==> src/hdl/are_defs.svh <==
// Register offsets, field positions, reset values and timing counts of the serial receiver
`ifndef ARE_DEFS_SVH
`define ARE_DEFS_SVH

`define ARE_OFF_TXSC      8'h00
`define ARE_OFF_RCSC      8'h04
`define ARE_OFF_RXDATA    8'h08
`define ARE_OFF_IRQ       8'h0C

`define ARE_TX_CLOCK_SOURCE_SELECT       7
`define ARE_TX_TX9        6
`define ARE_TX_TRANSMIT_ENABLE       5
`define ARE_TX_SYNC       4
`define ARE_TX_BRK        3
`define ARE_TX_HIGH_BAUD_SELECT       2
`define ARE_TX_TX_SHIFT_EMPTY       1
`define ARE_TX_TX_NINTH_BIT       0

`define ARE_RC_SERIAL_PORT_ENABLE       7
`define ARE_RC_RX9        6
`define ARE_RC_SINGLE_RX_ENABLE       5
`define ARE_RC_CONTINUOUS_RX_ENABLE       4
`define ARE_RC_ADDR_DETECT_ENABLE      3
`define ARE_RC_FRAME_ERR_FLAG       2
`define ARE_RC_OVERRUN_ERR_FLAG       1
`define ARE_RC_RX_NINTH_BIT       0

`define ARE_IRQ_FLAG      0
`define ARE_IRQ_EN        1

`define ARE_TXSC_RST      8'h02
`define ARE_RCSC_RST      8'h00
`define ARE_IRQ_RST       8'h00

`define ARE_OVS_LAST      4'hF
`define ARE_OVS_HALF      4'h7
`define ARE_OVS_MAJ0      4'hD
`define ARE_BRK_BITS      4'hD
`define ARE_LOW_SPEED_MUL 4
`define ARE_FIFO_DEPTH    2

`endif

==> src/hdl/are_pkg.sv <==
// Types shared by the serial receiver
package are_pkg;
    typedef enum logic [1:0] {RX_IDLE, RX_START, RX_DATA, RX_STOP} are_rx_state_e;
    typedef enum logic [1:0] {TX_IDLE, TX_BRK, TX_STOPBIT} are_tx_state_e;
    typedef logic [9:0] are_entry_t;
endpackage : are_pkg

==> src/hdl/are_serial_rx.sv <==
// Asynchronous serial receiver with error flags, address detect and break sender
//
// Operation
// Each FIFO character carries its own framing flag (stop bit missing).
// Visible framing bit belongs to the oldest unread character; read-only.
// Framing errors never stop reception and need no clearing.
// Reading receive data pops; next character and its flag become visible.
// Port disable clears framing status; dropping receive enable keeps it.
// Framing error raises no interrupt; only the received-character flag does.
// FIFO holds two; a third complete character sets overrun.
// During overrun stored characters stay readable, nothing new is accepted.
// Overrun clears only by dropping receive enable or disabling the port.
// Nine-bit select shifts nine data bits per character.
// Ninth-bit status shows MSB of oldest character; software reads it first.
// Address detect bit enables detection, only with nine-bit reception.
// With address detect, only ninth-bit-one characters enter FIFO.
// Software clears address detect after its address, sets it after message.
// Receive flag set on every FIFO load; interrupt requested if enabled.
// Software reads status before data and clears overrun via receive enable.
// Mode bit four selects synchronous when one, asynchronous when zero.
// Break request sends a break; hardware clears it on completion.
// Shift-empty status is read-only, one when empty, resets to one.
// High-baud bit picks speed in asynchronous mode, ignored in synchronous.
// Synchronous clock-source bit selects master clock when one.
// In synchronous mode receive enables override transmit enable.
// Stop position sampling zero sets framing flag, else clears it.
// Port disable holds unit in reset; enable hands pins to the port.
// Receive status bit layout: 7,6,3,2,1,0 as documented fields.
// Port disable empties the FIFO with all stored flags.
`timescale 1ns/1ps
`include "are_defs.svh"

module are_serial_rx
    import are_pkg::*;
#(
    parameter int unsigned BAUD_DIV = 13
)
(
    input  wire logic        pclk,
    input  wire logic        presetn,
    input  wire logic        psel,
    input  wire logic        penable,
    input  wire logic        pwrite,
    input  wire logic [7:0]  paddr,
    input  wire logic [31:0] pwdata,
    output logic      [31:0] prdata,
    output logic             pready,
    output logic             pslverr,
    input  wire logic        rx_pin,
    output logic             tx_out,
    output logic             tx_oe_n,
    output logic             pins_to_port,
    output logic             sync_mode,
    output logic             clk_master_sel,
    output logic             tx_enable_eff,
    output logic             rx_irq
);

    localparam logic [15:0] DIV_HI = 16'(BAUD_DIV - 1);
    localparam logic [15:0] DIV_LO = 16'(BAUD_DIV * `ARE_LOW_SPEED_MUL - 1);

    logic        clock_source_select_ff, tx9_ff, transmit_enable_ff, sync_ff, brk_ff, high_baud_select_ff, tx_ninth_bit_ff;
    logic        serial_port_enable_ff, rx9_ff, single_rx_enable_ff, continuous_rx_enable_ff, addr_detect_enable_ff, overrun_err_flag_ff, rx_char_irq_enable_ff;
    logic        pready_ff, pslverr_ff;
    logic [31:0] prdata_ff;
    logic        acc_done, wr_hit, addr_hit, rd_pop;
    logic [7:0]  txsc_rd, rcsc_rd, irq_rd, rd_mux;
    logic [15:0] div_cnt_ff;
    logic        tick;
    logic        rx_s1_ff, rx_s2_ff, rx_s3_ff, rx_lvl_ff;
    are_rx_state_e rx_st_ff;
    logic [3:0]  os_cnt_ff, bit_idx_ff;
    logic [1:0]  ones_ff;
    logic [8:0]  shreg_ff;
    logic        bit_val, stop_done, rx_go, accept, push, ovr_set;
    logic [8:0]  char_new;
    are_entry_t  mem_ff [`ARE_FIFO_DEPTH];
    logic        wr_ptr_ff, rd_ptr_ff;
    logic [1:0]  cnt_ff;
    are_entry_t  top;
    logic        frame_err_flag, rx_ninth_bit, rx_char_flag;
    are_tx_state_e tx_st_ff;
    logic [3:0]  tos_ff, tbits_ff;
    logic        brk_done;
    logic        urst;

    assign urst = !serial_port_enable_ff;

    // APB: one wait state so read data comes from flip-flops
    assign acc_done = psel && penable && pready_ff;
    assign addr_hit = (paddr == `ARE_OFF_TXSC) || (paddr == `ARE_OFF_RCSC) ||
                      (paddr == `ARE_OFF_RXDATA) || (paddr == `ARE_OFF_IRQ);
    assign wr_hit   = acc_done && pwrite;
    assign rd_pop   = acc_done && !pwrite && (paddr == `ARE_OFF_RXDATA) &&
                      (cnt_ff != 2'd0);

    assign top            = mem_ff[rd_ptr_ff];
    assign rx_char_flag   = (cnt_ff != 2'd0);
    assign frame_err_flag = rx_char_flag && top[9];
    assign rx_ninth_bit   = rx_char_flag && top[8];

    always_comb
    begin
        txsc_rd = {clock_source_select_ff, tx9_ff, transmit_enable_ff, sync_ff, brk_ff, high_baud_select_ff,
                   (tx_st_ff == TX_IDLE), tx_ninth_bit_ff};
        rcsc_rd = {serial_port_enable_ff, rx9_ff, single_rx_enable_ff, continuous_rx_enable_ff, addr_detect_enable_ff,
                   frame_err_flag, overrun_err_flag_ff, rx_ninth_bit};
        irq_rd  = {6'h00, rx_char_irq_enable_ff, rx_char_flag};
        case (paddr)
            `ARE_OFF_TXSC:   rd_mux = txsc_rd;
            `ARE_OFF_RCSC:   rd_mux = rcsc_rd;
            `ARE_OFF_RXDATA: rd_mux = top[7:0];
            `ARE_OFF_IRQ:    rd_mux = irq_rd;
            default:         rd_mux = 8'h00;
        endcase
    end

    always_ff @(posedge pclk or negedge presetn)
    begin
        if (!presetn)
        begin
            pready_ff  <= 1'b0;
            pslverr_ff <= 1'b0;
            prdata_ff  <= 32'h0000_0000;
        end
        else if (psel && penable && !pready_ff)
        begin
            pready_ff  <= 1'b1;
            pslverr_ff <= !addr_hit;
            prdata_ff  <= {24'h00_0000, rd_mux};
        end
        else
        begin
            pready_ff  <= 1'b0;
            pslverr_ff <= 1'b0;
        end
    end

    assign pready  = pready_ff;
    assign pslverr = pslverr_ff;
    assign prdata  = prdata_ff;

    // Transmit status/control; break bit also cleared by hardware
    always_ff @(posedge pclk or negedge presetn)
    begin
        if (!presetn)
        begin
            {clock_source_select_ff, tx9_ff, transmit_enable_ff, sync_ff} <= 4'h0;
            {high_baud_select_ff, tx_ninth_bit_ff}                  <= 2'h0;
            brk_ff                              <= 1'b0;
        end
        else if (wr_hit && paddr == `ARE_OFF_TXSC)
        begin
            clock_source_select_ff <= pwdata[`ARE_TX_CLOCK_SOURCE_SELECT];
            tx9_ff  <= pwdata[`ARE_TX_TX9];
            transmit_enable_ff <= pwdata[`ARE_TX_TRANSMIT_ENABLE];
            sync_ff <= pwdata[`ARE_TX_SYNC];
            brk_ff  <= pwdata[`ARE_TX_BRK];
            high_baud_select_ff <= pwdata[`ARE_TX_HIGH_BAUD_SELECT];
            tx_ninth_bit_ff <= pwdata[`ARE_TX_TX_NINTH_BIT];
        end
        else if (brk_done || urst)
        begin
            brk_ff <= 1'b0;
        end
    end

    // Receive status/control and interrupt enable
    always_ff @(posedge pclk or negedge presetn)
    begin
        if (!presetn)
        begin
            {serial_port_enable_ff, rx9_ff, single_rx_enable_ff, continuous_rx_enable_ff, addr_detect_enable_ff} <= 5'h00;
            rx_char_irq_enable_ff                                       <= 1'b0;
        end
        else
        begin
            if (wr_hit && paddr == `ARE_OFF_RCSC)
            begin
                serial_port_enable_ff  <= pwdata[`ARE_RC_SERIAL_PORT_ENABLE];
                rx9_ff   <= pwdata[`ARE_RC_RX9];
                single_rx_enable_ff  <= pwdata[`ARE_RC_SINGLE_RX_ENABLE];
                continuous_rx_enable_ff  <= pwdata[`ARE_RC_CONTINUOUS_RX_ENABLE];
                addr_detect_enable_ff <= pwdata[`ARE_RC_ADDR_DETECT_ENABLE];
            end
            if (wr_hit && paddr == `ARE_OFF_IRQ)
                rx_char_irq_enable_ff <= pwdata[`ARE_IRQ_EN];
        end
    end

    assign rx_irq         = rx_char_flag && rx_char_irq_enable_ff;
    assign sync_mode      = sync_ff;
    assign clk_master_sel = sync_ff && clock_source_select_ff;
    assign tx_enable_eff  = transmit_enable_ff && !(sync_ff && (continuous_rx_enable_ff || single_rx_enable_ff));
    assign pins_to_port   = serial_port_enable_ff;
    assign tx_oe_n        = !serial_port_enable_ff;

    // Oversample tick; low speed is a longer divide, sync ignores the bit
    always_ff @(posedge pclk or negedge presetn)
    begin
        if (!presetn)
            div_cnt_ff <= 16'h0000;
        else if (urst || div_cnt_ff == ((high_baud_select_ff || sync_ff) ? DIV_HI : DIV_LO))
            div_cnt_ff <= 16'h0000;
        else
            div_cnt_ff <= div_cnt_ff + 16'h0001;
    end

    assign tick = !urst && (div_cnt_ff == ((high_baud_select_ff || sync_ff) ? DIV_HI : DIV_LO));

    // Pin synchroniser; level changes once stages two and three agree
    always_ff @(posedge pclk or negedge presetn)
    begin
        if (!presetn)
        begin
            rx_s1_ff  <= 1'b1;
            rx_s2_ff  <= 1'b1;
            rx_s3_ff  <= 1'b1;
            rx_lvl_ff <= 1'b1;
        end
        else
        begin
            rx_s1_ff <= rx_pin;
            rx_s2_ff <= rx_s1_ff;
            rx_s3_ff <= rx_s2_ff;
            if (rx_s2_ff == rx_s3_ff)
                rx_lvl_ff <= rx_s3_ff;
        end
    end

    // Overrun blocks the receiver entirely, even address filtering
    assign rx_go     = serial_port_enable_ff && continuous_rx_enable_ff && !overrun_err_flag_ff && !sync_ff;
    assign bit_val   = (ones_ff + {1'b0, rx_lvl_ff}) >= 2'd2;
    assign stop_done = tick && rx_st_ff == RX_STOP && os_cnt_ff == `ARE_OVS_LAST;
    assign char_new  = rx9_ff ? shreg_ff : {1'b0, shreg_ff[8:1]};
    assign accept    = !(addr_detect_enable_ff && rx9_ff) || char_new[8];
    assign push      = stop_done && accept && (cnt_ff < 2'd2);
    assign ovr_set   = stop_done && accept && (cnt_ff == 2'd2);

    always_ff @(posedge pclk or negedge presetn)
    begin
        if (!presetn)
        begin
            rx_st_ff   <= RX_IDLE;
            os_cnt_ff  <= 4'h0;
            bit_idx_ff <= 4'h0;
            ones_ff    <= 2'h0;
            shreg_ff   <= 9'h000;
        end
        else if (!rx_go)
        begin
            rx_st_ff  <= RX_IDLE;
            os_cnt_ff <= 4'h0;
        end
        else if (tick)
        begin
            os_cnt_ff <= os_cnt_ff + 4'h1;
            if (os_cnt_ff >= `ARE_OVS_MAJ0 && os_cnt_ff != `ARE_OVS_LAST)
                ones_ff <= ones_ff + {1'b0, rx_lvl_ff};
            case (rx_st_ff)
                RX_IDLE:
                begin
                    os_cnt_ff <= 4'h0;
                    if (!rx_lvl_ff)
                        rx_st_ff <= RX_START;
                end
                RX_START:
                begin
                    // False start aborts silently
                    if (os_cnt_ff == `ARE_OVS_HALF)
                    begin
                        os_cnt_ff  <= 4'h0;
                        ones_ff    <= 2'h0;
                        bit_idx_ff <= 4'h0;
                        rx_st_ff   <= rx_lvl_ff ? RX_IDLE : RX_DATA;
                    end
                end
                RX_DATA:
                begin
                    if (os_cnt_ff == `ARE_OVS_LAST)
                    begin
                        ones_ff    <= 2'h0;
                        shreg_ff   <= {bit_val, shreg_ff[8:1]};
                        bit_idx_ff <= bit_idx_ff + 4'h1;
                        if (bit_idx_ff == (rx9_ff ? 4'h8 : 4'h7))
                            rx_st_ff <= RX_STOP;
                    end
                end
                RX_STOP:
                begin
                    if (os_cnt_ff == `ARE_OVS_LAST)
                    begin
                        ones_ff  <= 2'h0;
                        rx_st_ff <= RX_IDLE;
                    end
                end
                default: rx_st_ff <= RX_IDLE;
            endcase
        end
    end

    // Two-entry FIFO; each entry keeps framing flag, ninth bit and data
    generate
        for (genvar e = 0; e < `ARE_FIFO_DEPTH; e++)
        begin : g_entry
            always_ff @(posedge pclk or negedge presetn)
            begin
                if (!presetn)
                    mem_ff[e] <= 10'h000;
                else if (push && wr_ptr_ff == 1'(e))
                    mem_ff[e] <= {!bit_val, char_new};
            end
        end
    endgenerate

    always_ff @(posedge pclk or negedge presetn)
    begin
        if (!presetn)
        begin
            wr_ptr_ff <= 1'b0;
            rd_ptr_ff <= 1'b0;
            cnt_ff    <= 2'd0;
        end
        else if (urst)
        begin
            wr_ptr_ff <= 1'b0;
            rd_ptr_ff <= 1'b0;
            cnt_ff    <= 2'd0;
        end
        else
        begin
            if (push)
                wr_ptr_ff <= !wr_ptr_ff;
            if (rd_pop)
                rd_ptr_ff <= !rd_ptr_ff;
            cnt_ff <= cnt_ff + {1'b0, push} - {1'b0, rd_pop};
        end
    end

    // Port disable wins over set; set wins over the receive-enable clear in the same cycle
    always_ff @(posedge pclk or negedge presetn)
    begin
        if (!presetn)
            overrun_err_flag_ff <= 1'b0;
        else if (urst)
            overrun_err_flag_ff <= 1'b0;
        else if (ovr_set)
            overrun_err_flag_ff <= 1'b1;
        else if (!continuous_rx_enable_ff)
            overrun_err_flag_ff <= 1'b0;
    end

    // Break: thirteen low bit times then one stop bit
    assign brk_done = tick && tx_st_ff == TX_STOPBIT && tos_ff == `ARE_OVS_LAST;

    always_ff @(posedge pclk or negedge presetn)
    begin
        if (!presetn)
        begin
            tx_st_ff <= TX_IDLE;
            tos_ff   <= 4'h0;
            tbits_ff <= 4'h0;
            tx_out   <= 1'b1;
        end
        else if (urst)
        begin
            tx_st_ff <= TX_IDLE;
            tx_out   <= 1'b1;
        end
        else if (tick)
        begin
            tos_ff <= tos_ff + 4'h1;
            case (tx_st_ff)
                TX_IDLE:
                begin
                    tos_ff   <= 4'h0;
                    tbits_ff <= 4'h0;
                    if (brk_ff && transmit_enable_ff && !sync_ff)
                    begin
                        tx_st_ff <= TX_BRK;
                        tx_out   <= 1'b0;
                    end
                end
                TX_BRK:
                begin
                    if (tos_ff == `ARE_OVS_LAST)
                    begin
                        tbits_ff <= tbits_ff + 4'h1;
                        if (tbits_ff == `ARE_BRK_BITS - 4'h1)
                        begin
                            tx_st_ff <= TX_STOPBIT;
                            tx_out   <= 1'b1;
                        end
                    end
                end
                TX_STOPBIT:
                begin
                    if (tos_ff == `ARE_OVS_LAST)
                        tx_st_ff <= TX_IDLE;
                end
                default: tx_st_ff <= TX_IDLE;
            endcase
        end
    end
endmodule : are_serial_rx

==> config.mk <==
export PLATFORM = sky130hd
export DESIGN_NAME = are_serial_rx
export DESIGN_NICKNAME = d
export VERILOG_FILES = /design/src/hdl/are_pkg.sv /design/src/hdl/are_serial_rx.sv
export VERILOG_INCLUDE_DIRS = /design/src /design/src/hdl
export SDC_FILE = /design/constraint.sdc
export NUM_CORES = 1
export LEC_CHECK = 0
export ABC_AREA = 1
export BUFFER_PORTS_ARGS = -buffer_cell sky130_fd_sc_hd__buf_2
export CORE_MARGIN = 2
export CORE_UTILIZATION = 62
export CTS_CLUSTER_SIZE = 24
export DETAILED_ROUTE_END_ITERATION = 12
export GPL_TIMING_DRIVEN = 0
export PLACE_DENSITY = 0.83
export RECOVER_POWER = 100
export SLEW_MARGIN = 10
export SYNTH_ARGS = -nofsm -noshare
export SYNTH_HDL_FRONTEND = slang
export SYNTH_SLANG_ARGS = --single-unit
==> constraint.sdc <==
create_clock -name pclk -period 3.4 [get_ports pclk]
set_input_delay 0.17 -clock pclk [delete_from_list [all_inputs] [get_ports pclk]]
set_output_delay 0.17 -clock pclk [all_outputs]
set_load 0.005 [all_outputs]
## Word-level counts from Yosys, hierarchy flattened

Cells that the tools add are included.
W data, S select, Z words.

- Bitwise logic cells: 2
- Reduce and logical (&&, ||, !) cells: 68
- Eq/ne operators: 35
- $lt $le $gt $ge: 4
- Muxes and demuxes: 56
- Add/subtract/negate cells: 8

Operator list:

| operator | number |
|---|---|
| $mux W2 | 18 |
| $logic_and A1 B1 Y1 | 33 |
| $mux W4 | 8 |
| $pmux W8 S4 | 1 |
| $mux W10 | 3 |
| $pmux W4 S2 | 3 |
| $ne A3 B3 Y1 const B | 6 |
| $add A16 B1 Y16 const B | 1 |
| $add A4 B1 Y4 const B | 4 |
| $eq A16 B6 Y1 | 1 |
| $eq A8 B4 Y1 const B | 2 |
| $mux W1 | 16 |
| $mux W16 | 1 |
| $reduce_and A5 Y1 | 3 |
| $eq A4 B4 Y1 const B | 3 |
| $ne A3 B2 Y1 const B | 4 |
| $logic_not A1 Y1 | 11 |
| $mux W9 | 1 |
| $eq A2 B2 Y1 const B | 4 |
| $eq A8 B3 Y1 const B | 1 |
| $logic_not A8 Y1 | 1 |
| $logic_or A1 B1 Y1 | 8 |
| $ne A2 B2 Y1 const B | 4 |
| $pmux W2 S4 | 1 |
| 24 further kinds | 35 |

- Bits of input ports: 46
- Register bits after elaboration: 100
- Output and inout port bits: 41
- Logic and storage cells: 209

## Depth between registers and ports, before layout

Gate-level depths: netlist of run 1.

- Depth after elaboration: 11
- Mapped depth: 12
- Mapped depth without buffers: 12

## Worst setup path after synthesis of run 1

OpenSTA, ideal clock, no wires.

- Path kind: flip-flop to flip-flop
- From: register sync_ff (netlist: sync_mode)
- To: register cnt_ff[1]
- Data required time: 3,272 ps
- Setup time: 128 ps
- Arrival time: 1,609 ps
- Period minus slack after synthesis: 1,737 ps
- Cell stages (with the launch flop): 11
- Path slack: 1,663 ps
- Buffers on the path: 0
- Path through: dfrtp_1 > nor2_1 > inv_1 > nand2_2 > nand3_4 > nor2_8 > nand3_1 > inv_1 > ha_1 > xor2_1 > nor2_1

- Cells in the longest elaborated chain, start to end: 11

RTL lines:

| element | line | RTL |
|---|---|---|
| start: declaration | are_serial_rx.sv:62 | `logic clock_source_select_ff, tx9_ff, transmit_enable_ff, sync_ff, brk_ff, high_baud_select_ff, tx_ninth_bit_f ...` |
| start signal: assignment | are_serial_rx.sv:157 | `` sync_ff <= pwdata[`ARE_TX_SYNC]; `` |
| $logic_or A1 B1 Y1 | are_serial_rx.sv:209 | `assign tick = !urst && (div_cnt_ff == ((high_baud_select_ff \|\| sync_ff) ? DIV_HI : DIV_LO));` |
| $mux W6 | are_serial_rx.sv:209 |  |
| $eq A16 B6 Y1 | are_serial_rx.sv:209 |  |
| $logic_and A1 B1 Y1 | are_serial_rx.sv:209 |  |
| $logic_and A1 B1 Y1 | are_serial_rx.sv:234 | `` assign stop_done = tick && rx_st_ff == RX_STOP && os_cnt_ff == `ARE_OVS_LAST; `` |
| $logic_and A1 B1 Y1 (no line) | -- |  |
| $logic_and A1 B1 Y1 (2 in a row) | are_serial_rx.sv:237 | `assign push = stop_done && accept && (cnt_ff < 2'd2);` |
| $add A2 B1 Y2 | are_serial_rx.sv:336 | `cnt_ff <= cnt_ff + {1'b0, push} - {1'b0, rd_pop};` |
| $sub A2 B1 Y2 | are_serial_rx.sv:336 |  |
| $mux W2 | are_serial_rx.sv:324 | `else if (urst)` |
| end signal: assignment | are_serial_rx.sv:336 |  |
| end: declaration | are_serial_rx.sv:79 | `logic [1:0] cnt_ff;` |

No other way between the ends.
A chain may end at the register's enable or synchronous reset.

## Worst setup path after layout of run 1

- From: register sync_ff (netlist: sync_mode)
- To: register shreg_ff[7]

- Cells in the longest elaborated chain, start to end: 5
- Elaborated cells on any way between the ends: 7
- Classes of those cells: 1 x eq/ne; 1 x mux; 5 x reduce/logical

RTL lines:

| element | line | RTL |
|---|---|---|
| $logic_or A1 B1 Y1 | are_serial_rx.sv:209 |  |
| $mux W6 | are_serial_rx.sv:209 |  |
| $eq A16 B6 Y1 | are_serial_rx.sv:209 |  |
| $logic_and A1 B1 Y1 | are_serial_rx.sv:209 |  |
| $reduce_and A4 Y1 (no line) * | -- |  |
| end signal: assignment | are_serial_rx.sv:283 | `shreg_ff <= {bit_val, shreg_ff[8:1]};` |
| end: declaration | are_serial_rx.sv:74 | `logic [8:0] shreg_ff;` |

Every way passes the cells marked *; elsewhere a longest branch is shown, timed or not.

==> results.py, run 1 <==
metrics = {
    "status": {
        "run_status": "finished clean",
    },
    "yosys": {
        "synth_cell_type_count": 45,
        "ys_seq_elements": 100,
        "synth_common_cells": "190 x nand2_1, 95 x dfrtp_1, 80 x inv_1",
        "synth_top_area_frac": 0.430,
        "ys_async_sr_fraction": 1.00,
        "ys_warn_count": 0,
        "synth_cells": 686,
        "synth_edf_count": 0,
        "yosysSeqAreaShare": 0.454,
        "syn_area_um2": 5520,
        "yosysMostFrequentCell": "nand2_1",
        "synth.avg_cell_area_um2": 8.05,
        "synth_area_leaders": "dfrtp_1 43%, nand2_1 13%, inv_1 5.4%",
        "synth_top_cell_by_area": "dfrtp_1",
        "yosys_most_used_dff": "dfrtp_1",
    },
    "clock_tree": {
        "cts.sinks": 100,
        "ctsResizeCount": 0,
        "tritoncts": "done",
        "clockBufferDepth": 2,
        "path_clk_slew_ns": 0.10,
        "cts-root-buf": "clkbuf_8",
        "cts_inserted_buffers": 9,
        "post_cts.repair.setup_buffers": 0,
        "cts_max_level": 3,
        "clk_latency_ns": 0.37,
    },
    "floorplanning": {
        "pin_count": 87,
        "die_height_um": 98.4,
        "initial_utilization": 0.637,
        "core_um2": 8680,
        "dieWidth_um": 98.4,
        "die_area_um2": 9680,
        "rows": 34,
    },
    "global_route": {
        "grt_pass1_wl_um": 19700,
        "overflow": 0,
        "grt.met1_usage": 0.336,
        "antenna_found_initial": 0,
        "grt_pass1_vias": 4429,
        "grt_max_degree": 61,
        "gr-max-usage-layer": "met2",
        "use_met3": 0.0515,
        "grt_usage": 0.246,
        "grt_use_met2": 0.400,
    },
    "sta": {
        "period_minus_slack_ns": 2.49,
        "rsz0062_at_grt": "false",
        "max_freq_ghz": 0.402,
        "skew_ns": 0.00786,
        "tightest_slew_ns": 1.48,
        "hold_violations": 0,
        "setup_viol": 0,
        "timing.setup.tns_ns": 0,
        "timing.hold.ws_ns": 0.0354,
        "relSlewSlack": 0.0155,
        "fin_crit_sh": 0.731,
        "maxSlewViolCount": 0,
    },
    "route": {
        "drt-wirelength-per-cell_um": 13.0,
        "antenna_left": 0,
        "first_pass_iters": 4,
        "vias_per_cell": 5.34,
        "routed_wl_um": 11400,
        "first_iter_violations": 216,
        "drc": 0,
        "num_vias": 4666,
    },
    "critical_path": {
        "arrival_ns": 2.74,
        "r2r_end": "shreg_ff[7]",
        "path_class": "flop to flop",
        "end_kind": "flop",
        "startpoint": "sync_mode",
        "cp-start-kind": "flop",
        "r2r-start": "sync_mode",
        "required_ns": 3.66,
        "critPathCapture": "shreg_ff[7]",
        "reg2regPathDepth": 9,
        "path_max_fanout": 10,
        "r2r_setup_slack_ns": 0.91,
    },
    "cells_and_area": {
        "drive_above_1_share": 0.133,
        "final_util": 0.702,
        "fill_cells": 722,
        "design_area_um2": 6090,
        "layout.nets": 818,
        "area.growth.synth_to_final_pct": 10.2,
        "insertedDiodeCount": 0,
    },
    "power": {
        "powerDensity_nw_per_um2": 360,
        "irDropWorstVdd_mv": 0.260,
        "p_leak_nw": 3.12,
        "p_total_w": 0.00219,
    },
    "job": {
        "drv_cap": 0,
    },
    "worst_hold_path": {
        "min_path_type": "primary input to flop",
    },
    "placed_design": {
        "place_congestion": 0.857,
        "port_buffers": 38,
        "place_area_um2": 5970,
        "hpwl_um": 8250,
    },
}
-- worst min path at each step --
stage | from | to | slack [ns] | cells after the start
final | pwdata[0] | tx_ninth_bit_ff | 0.04 | 2
after global routing | pwdata[2] | high_baud_select_ff | 0.04 | 2
after CTS | pwdata[0] | tx_ninth_bit_ff | 0.03 | 2
after detailed placement | presetn | div_cnt_ff[2] | 0.19 | 1
after global placement | rx_pin | rx_s1_ff | 0.28 | 1
after floorplan | presetn | addr_detect_enable_ff | -0.13 | 0
-- worst max-delay path, stage by stage, from the launching register on --
cell     delay, ns
dfrtp_1       0.50
nor2_1        0.25
inv_1         0.06
nand2_1       0.09
nand3_1       0.37
nor2_1        0.60
nand2_4       0.18
buf_6         0.19
nand2_1       0.05
o21ai_0       0.08
-- per-layer routing --
layer | share of wire | vias up
met5 | 0 | -
met4 | 0.019 | 0
met3 | 0.063 | 22
met2 | 0.48 | 151
met1 | 0.44 | 2176
li1 | - | 2317
-- cell type report --
| class | instances | area [µm²] | area share |
|---|---|---|---|
| Clock inverter | 7 | 121 | 0.0199 |
| Sequential cell | 100 | 2510 | 0.412 |
| Multi-Input combinational cell | 487 | 2430 | 0.398 |
| Tap cell | 108 | 135 | 0.0222 |
| Buffer | 40 | 256 | 0.0421 |
| Clock buffer | 9 | 124 | 0.0203 |
| Timing Repair Buffer | 41 | 210 | 0.0345 |
| Inverter | 82 | 308 | 0.0505 |
-- where the power goes --
part           leakage, nW  total [W]  switching, W  internal (W)
Clock                0.125   0.000910      0.000415      0.000495
Sequential            1.37    0.00120    0.00000354       0.00120
Combinational         1.63  0.0000862     0.0000513     0.0000349
-- layout by cell type (no fill, tap or decap), drive strengths merged, types with 24 or more instances in the layout --
master | Yosys | final
buf | 32 | 60
clkbuf | 8 | 28
conb | 1 | 24
dfrtp | 95 | 95
inv | 82 | 85
nand2 | 195 | 195
nand3 | 42 | 42
nand4 | 30 | 30
nor2 | 64 | 64
o21ai | 48 | 48
-- registers in the layout (all words and copies together) (netlist names), 2 cells and up --
register	count
div_cnt_ff	16
tos_ff	4
cnt_ff	2
shreg_ff	9
mem_ff	20
rx_st_ff	2
bit_idx_ff	4
os_cnt_ff	4
ones_ff	2
tx_st_ff	2
prdata	8
tbits_ff	4
-- stage by stage --
step,setup slack [ns],cells
2_1_floorplan,1.66,709
3_3_place_gp,1.17,855
3_5_place_dp,1.32,856
4_1_cts,1.33,874
5_1_grt,0.681,874
6_report,0.914,874
-- what timing repair did --
item,in CTS,in global routing
hold endpoints to repair,36,0
endpoints found under the setup margin,0,0
hold buffers,2,0
-- logic make-up after synthesis --
group	after synthesis	share of synthesized area
simple gates	355	0.298
compound gates	76	0.0800
other cells	1	0.000679
flops	100	0.454
fa+ha+maj	12	0.0267
xor+xnor	11	0.0174
mux	9	0.0183
buf+inv	122	0.105
Power figures use the tool's default switching activity.
==> run 2: changes to the inputs <==
--- a/config.mk
+++ b/config.mk
@@ -6,14 +6,14 @@
 export SDC_FILE = /design/constraint.sdc
 export NUM_CORES = 1
 export LEC_CHECK = 0
-export ABC_AREA = 1
+export ABC_AREA = 0
 export BUFFER_PORTS_ARGS = -buffer_cell sky130_fd_sc_hd__buf_2
 export CORE_MARGIN = 2
-export CORE_UTILIZATION = 62
+export CORE_UTILIZATION = 57
 export CTS_CLUSTER_SIZE = 24
 export DETAILED_ROUTE_END_ITERATION = 12
 export GPL_TIMING_DRIVEN = 0
-export PLACE_DENSITY = 0.83
+export PLACE_DENSITY = 0.78
 export RECOVER_POWER = 100
 export SLEW_MARGIN = 10
 export SYNTH_ARGS = -nofsm -noshare
==> constraint.sdc (replaced) <==
create_clock -name pclk -period 2.4 [get_ports pclk]
set_input_delay 0.12 -clock pclk [delete_from_list [all_inputs] [get_ports pclk]]
set_output_delay 0.12 -clock pclk [all_outputs]
set_load 0.005 [all_outputs]
==> results.py, run 2 <==
metrics = {
    "cells_and_area": {
        "drive_above_1_share": 0.238,
        "final_cell_mix": "95 x dfrtp_1, 52 x nand2_1, 51 x o21ai_0",
        "area.growth.synth_to_final_pct": 17.0,
        "final-instance-count-excl-fill": 731,
        "regMostFlops": "mem_ff",
        "layout.nets": 676,
        "reg_top3": "mem_ff (20), div_cnt_ff (16), shreg_ff (9)",
        "insertedDiodeCount": 0,
        "final_util": 0.692,
        "layout_commonest_cell": "dfrtp_1",
        "largest_reg_flops": 20,
    },
    "clock_tree": {
        "cts.sinks": 100,
        "cts-root-buf": "clkbuf_8",
        "cts_max_level": 3,
        "tritoncts": "done",
        "cts_inserted_buffers": 9,
        "path_clk_slew_ns": 0.10,
        "clockBufferDepth": 2,
        "clk_latency_ns": 0.37,
    },
    "critical_path": {
        "r2r-start": "div_cnt_ff[12]",
        "r2r_setup_slack_ns": -0.12,
        "critical_path.slowest_cell": "or4_4",
        "r2r_end": "tbits_ff[0]",
        "slowest_delay_ns": 0.55,
        "cp-start-kind": "flop",
        "startpoint": "div_cnt_ff[12]",
        "arrival_ns": 2.84,
        "path_max_fanout": 3,
        "required_ns": 2.71,
        "path_class": "flop to flop",
        "critPathCapture": "tbits_ff[0]",
        "reg2regPathDepth": 7,
        "path_cells": "or4_4 > or3_4 > a211o_4 > buf_4 > buf_6 > or4_4 > o21ai_2",
        "critPathMostFrequentCell": "or4_4",
        "end_kind": "flop",
    },
    "power": {
        "p_total_w": 0.00294,
        "irDropWorstVdd_mv": 0.283,
        "powerDensity_nw_per_um2": 483,
        "internal-power_w": 0.00227,
        "power.share.clock": 0.374,
        "swShare": 0.230,
        "combPwrFrac": 0.049,
        "switching_power_w": 0.000678,
        "p_seq_frac": 0.577,
        "p_leak_nw": 2.72,
    },
    "global_route": {
        "grt_max_degree": 54,
        "grt_pass1_wl_um": 18600,
        "gr-max-usage-layer": "met2",
        "grt_pass1_vias": 3908,
        "grt_usage": 0.233,
        "overflow": 0,
        "grt.met1_usage": 0.323,
        "grt_use_met2": 0.375,
        "antenna_found_initial": 0,
        "use_met3": 0.0506,
    },
    "yosys": {
        "synth.avg_cell_area_um2": 9.89,
        "synth_common_cells": "95 x dfrtp_1, 53 x nand2_1, 53 x o21ai_0",
        "yosysMostFrequentCell": "dfrtp_1",
        "syn_area_um2": 5200,
        "synth_area_leaders": "dfrtp_1 46%, o21ai_0 5.1%, mux2_2 5.0%",
        "synth_top_cell_by_area": "dfrtp_1",
        "synth_top_area_frac": 0.457,
        "ys_seq_elements": 100,
        "ys_async_sr_fraction": 1.00,
        "synth_edf_count": 0,
        "yosys_most_used_dff": "dfrtp_1",
        "synth_cells": 526,
        "yosysSeqAreaShare": 0.482,
        "synth_cell_type_count": 60,
        "ys_warn_count": 0,
    },
    "sta": {
        "hold_violations": 0,
        "skew_ns": 0.0146,
        "rsz0062_at_grt": "true",
        "fin_crit_sh": 1.05,
        "maxSlewViolCount": 0,
        "max_freq_ghz": 0.396,
        "tightest_slew_ns": 1.27,
        "timing.setup.tns_ns": -0.508,
        "relSlewSlack": 0.153,
        "fin_ws_ns": -0.125,
        "period_minus_slack_ns": 2.52,
        "setup_viol": 12,
    },
    "floorplanning": {
        "pin_count": 87,
        "die_area_um2": 9910,
        "rows": 34,
        "initial_utilization": 0.591,
        "dieWidth_um": 99.5,
        "die_height_um": 99.5,
        "core_um2": 8810,
    },
    "route": {
        "num_vias": 4173,
        "antenna_left": 0,
        "routed_wl_um": 11200,
        "first_pass_iters": 4,
        "drt-wirelength-per-cell_um": 15.3,
        "vias_per_cell": 5.71,
        "first_iter_violations": 181,
        "drc": 0,
    },
    "placed_design": {
        "preCtsSetupSlack_ns": -0.276,
        "place_congestion": 0.829,
        "hpwl_um": 7720,
        "port_buffers": 38,
        "placed_cells": 696,
    },
    "worst_hold_path": {
        "min_path_type": "primary input to flop",
    },
    "job": {
        "drv_cap": 0,
    },
    "status": {
        "run_status": "complete, but fails checks",
        "violations": "setup timing",
    },
}
[run 2: cell types whose count changed after synthesis, sizes merged, moves of 9 or more]
cell / previous run / this run
inv: 82 / 13
clkbuf: 8 / 17
nor3: 14 / 5
nor2: 64 / 46
nand2: 195 / 53
mux2i: 0 / 16
nand4: 30 / 6
nand3: 42 / 14
mux2: 9 / 23
a211oi: 0 / 10
[run 2: layout make-up]
| type | instances | area, µm² |
|---|---|---|
| plain buffers | 46 | 275 |
| clock buffers | 10 | 138 |
| clock inverters | 5 | 60.1 |
| fillers | 674 | 2720 |
| inverters | 13 | 48.8 |
| multi-input cells | 389 | 2550 |
| flip-flops and latches | 100 | 2510 |
| well taps | 108 | 135 |
| repair buffers | 60 | 377 |
[run 2: cells by family after synthesis]
| kind of cell | Yosys count | synth area share |
|---|---|---|
| multiplexers | 40 | 0.0849 |
| XOR/XNOR | 18 | 0.0303 |
| buffers and inverters | 60 | 0.0613 |
| AO/OA/AOI/OAI | 106 | 0.121 |
| flip-flops | 100 | 0.482 |
| AND/OR/NAND/NOR | 189 | 0.191 |
| adder cells (fa/ha/maj) | 12 | 0.0284 |
| other | 1 | 0.000721 |
[run 2: worst min-delay path by stage]
stage	startpoint	to	cells past startpoint
detailed placement	presetn	prdata[1]	1
floorplan	presetn	addr_detect_enable_ff	0
CTS	pwdata[6]	tx9_ff	2
finish	pwdata[6]	tx9_ff	2
global placement	rx_pin	rx_s1_ff	1
global route	pwdata[6]	tx9_ff	2
[run 2: per-layer routing]
| metal | vias to the layer above | routed length (µm) |
|---|---|---|
| li1 | 1988 | - |
| met1 | 2080 | 5170 |
| met2 | 90 | 5340 |
| met3 | 15 | 461 |
| met4 | 0 | 178 |
| met5 | - | 0 |
[run 2: what timing repair did]
action | CTS | global route
gates resized for setup | 8 | 17
cloned | 0 | 0
pin swaps | 6 | 5
setup endpoints to repair | 54 | 55
hold buffers | 9 | 0
buffers inserted | 8 | 4
endpoints found under the hold margin | 62 | 0
[run 2: per-stage QoR]
stage	cell area, µm²	hold slack (ns)
floorplan	5290	-0.176
global placement	5620	0.225
detailed placement	5650	0.213
CTS	6010	0.00208
global route	6090	0.00615
finish	6090	0.00788
[run 2: power groups by stage]
stage | registers [W] | logic [W] | clock network, W
2_1_floorplan | 0.00173 | 0.0000676 | 0
5_1_grt | 0.00170 | 0.000162 | 0.00119
3_3_place_gp | 0.00173 | 0.000128 | 0
6_report | 0.00170 | 0.000143 | 0.00110
3_5_place_dp | 0.00173 | 0.000137 | 0
4_1_cts | 0.00170 | 0.000149 | 0.00112
[run 2: worst max-delay path, delay by kind of cell (launching register included)]
| family | cells | cell delay, ns |
|---|---|---|
| and+or+nand+nor | 3 | 1.38 |
| buffers and inverters | 2 | 0.25 |
| DFF | 1 | 0.39 |
| AOI/OAI and AO/OA | 2 | 0.45 |
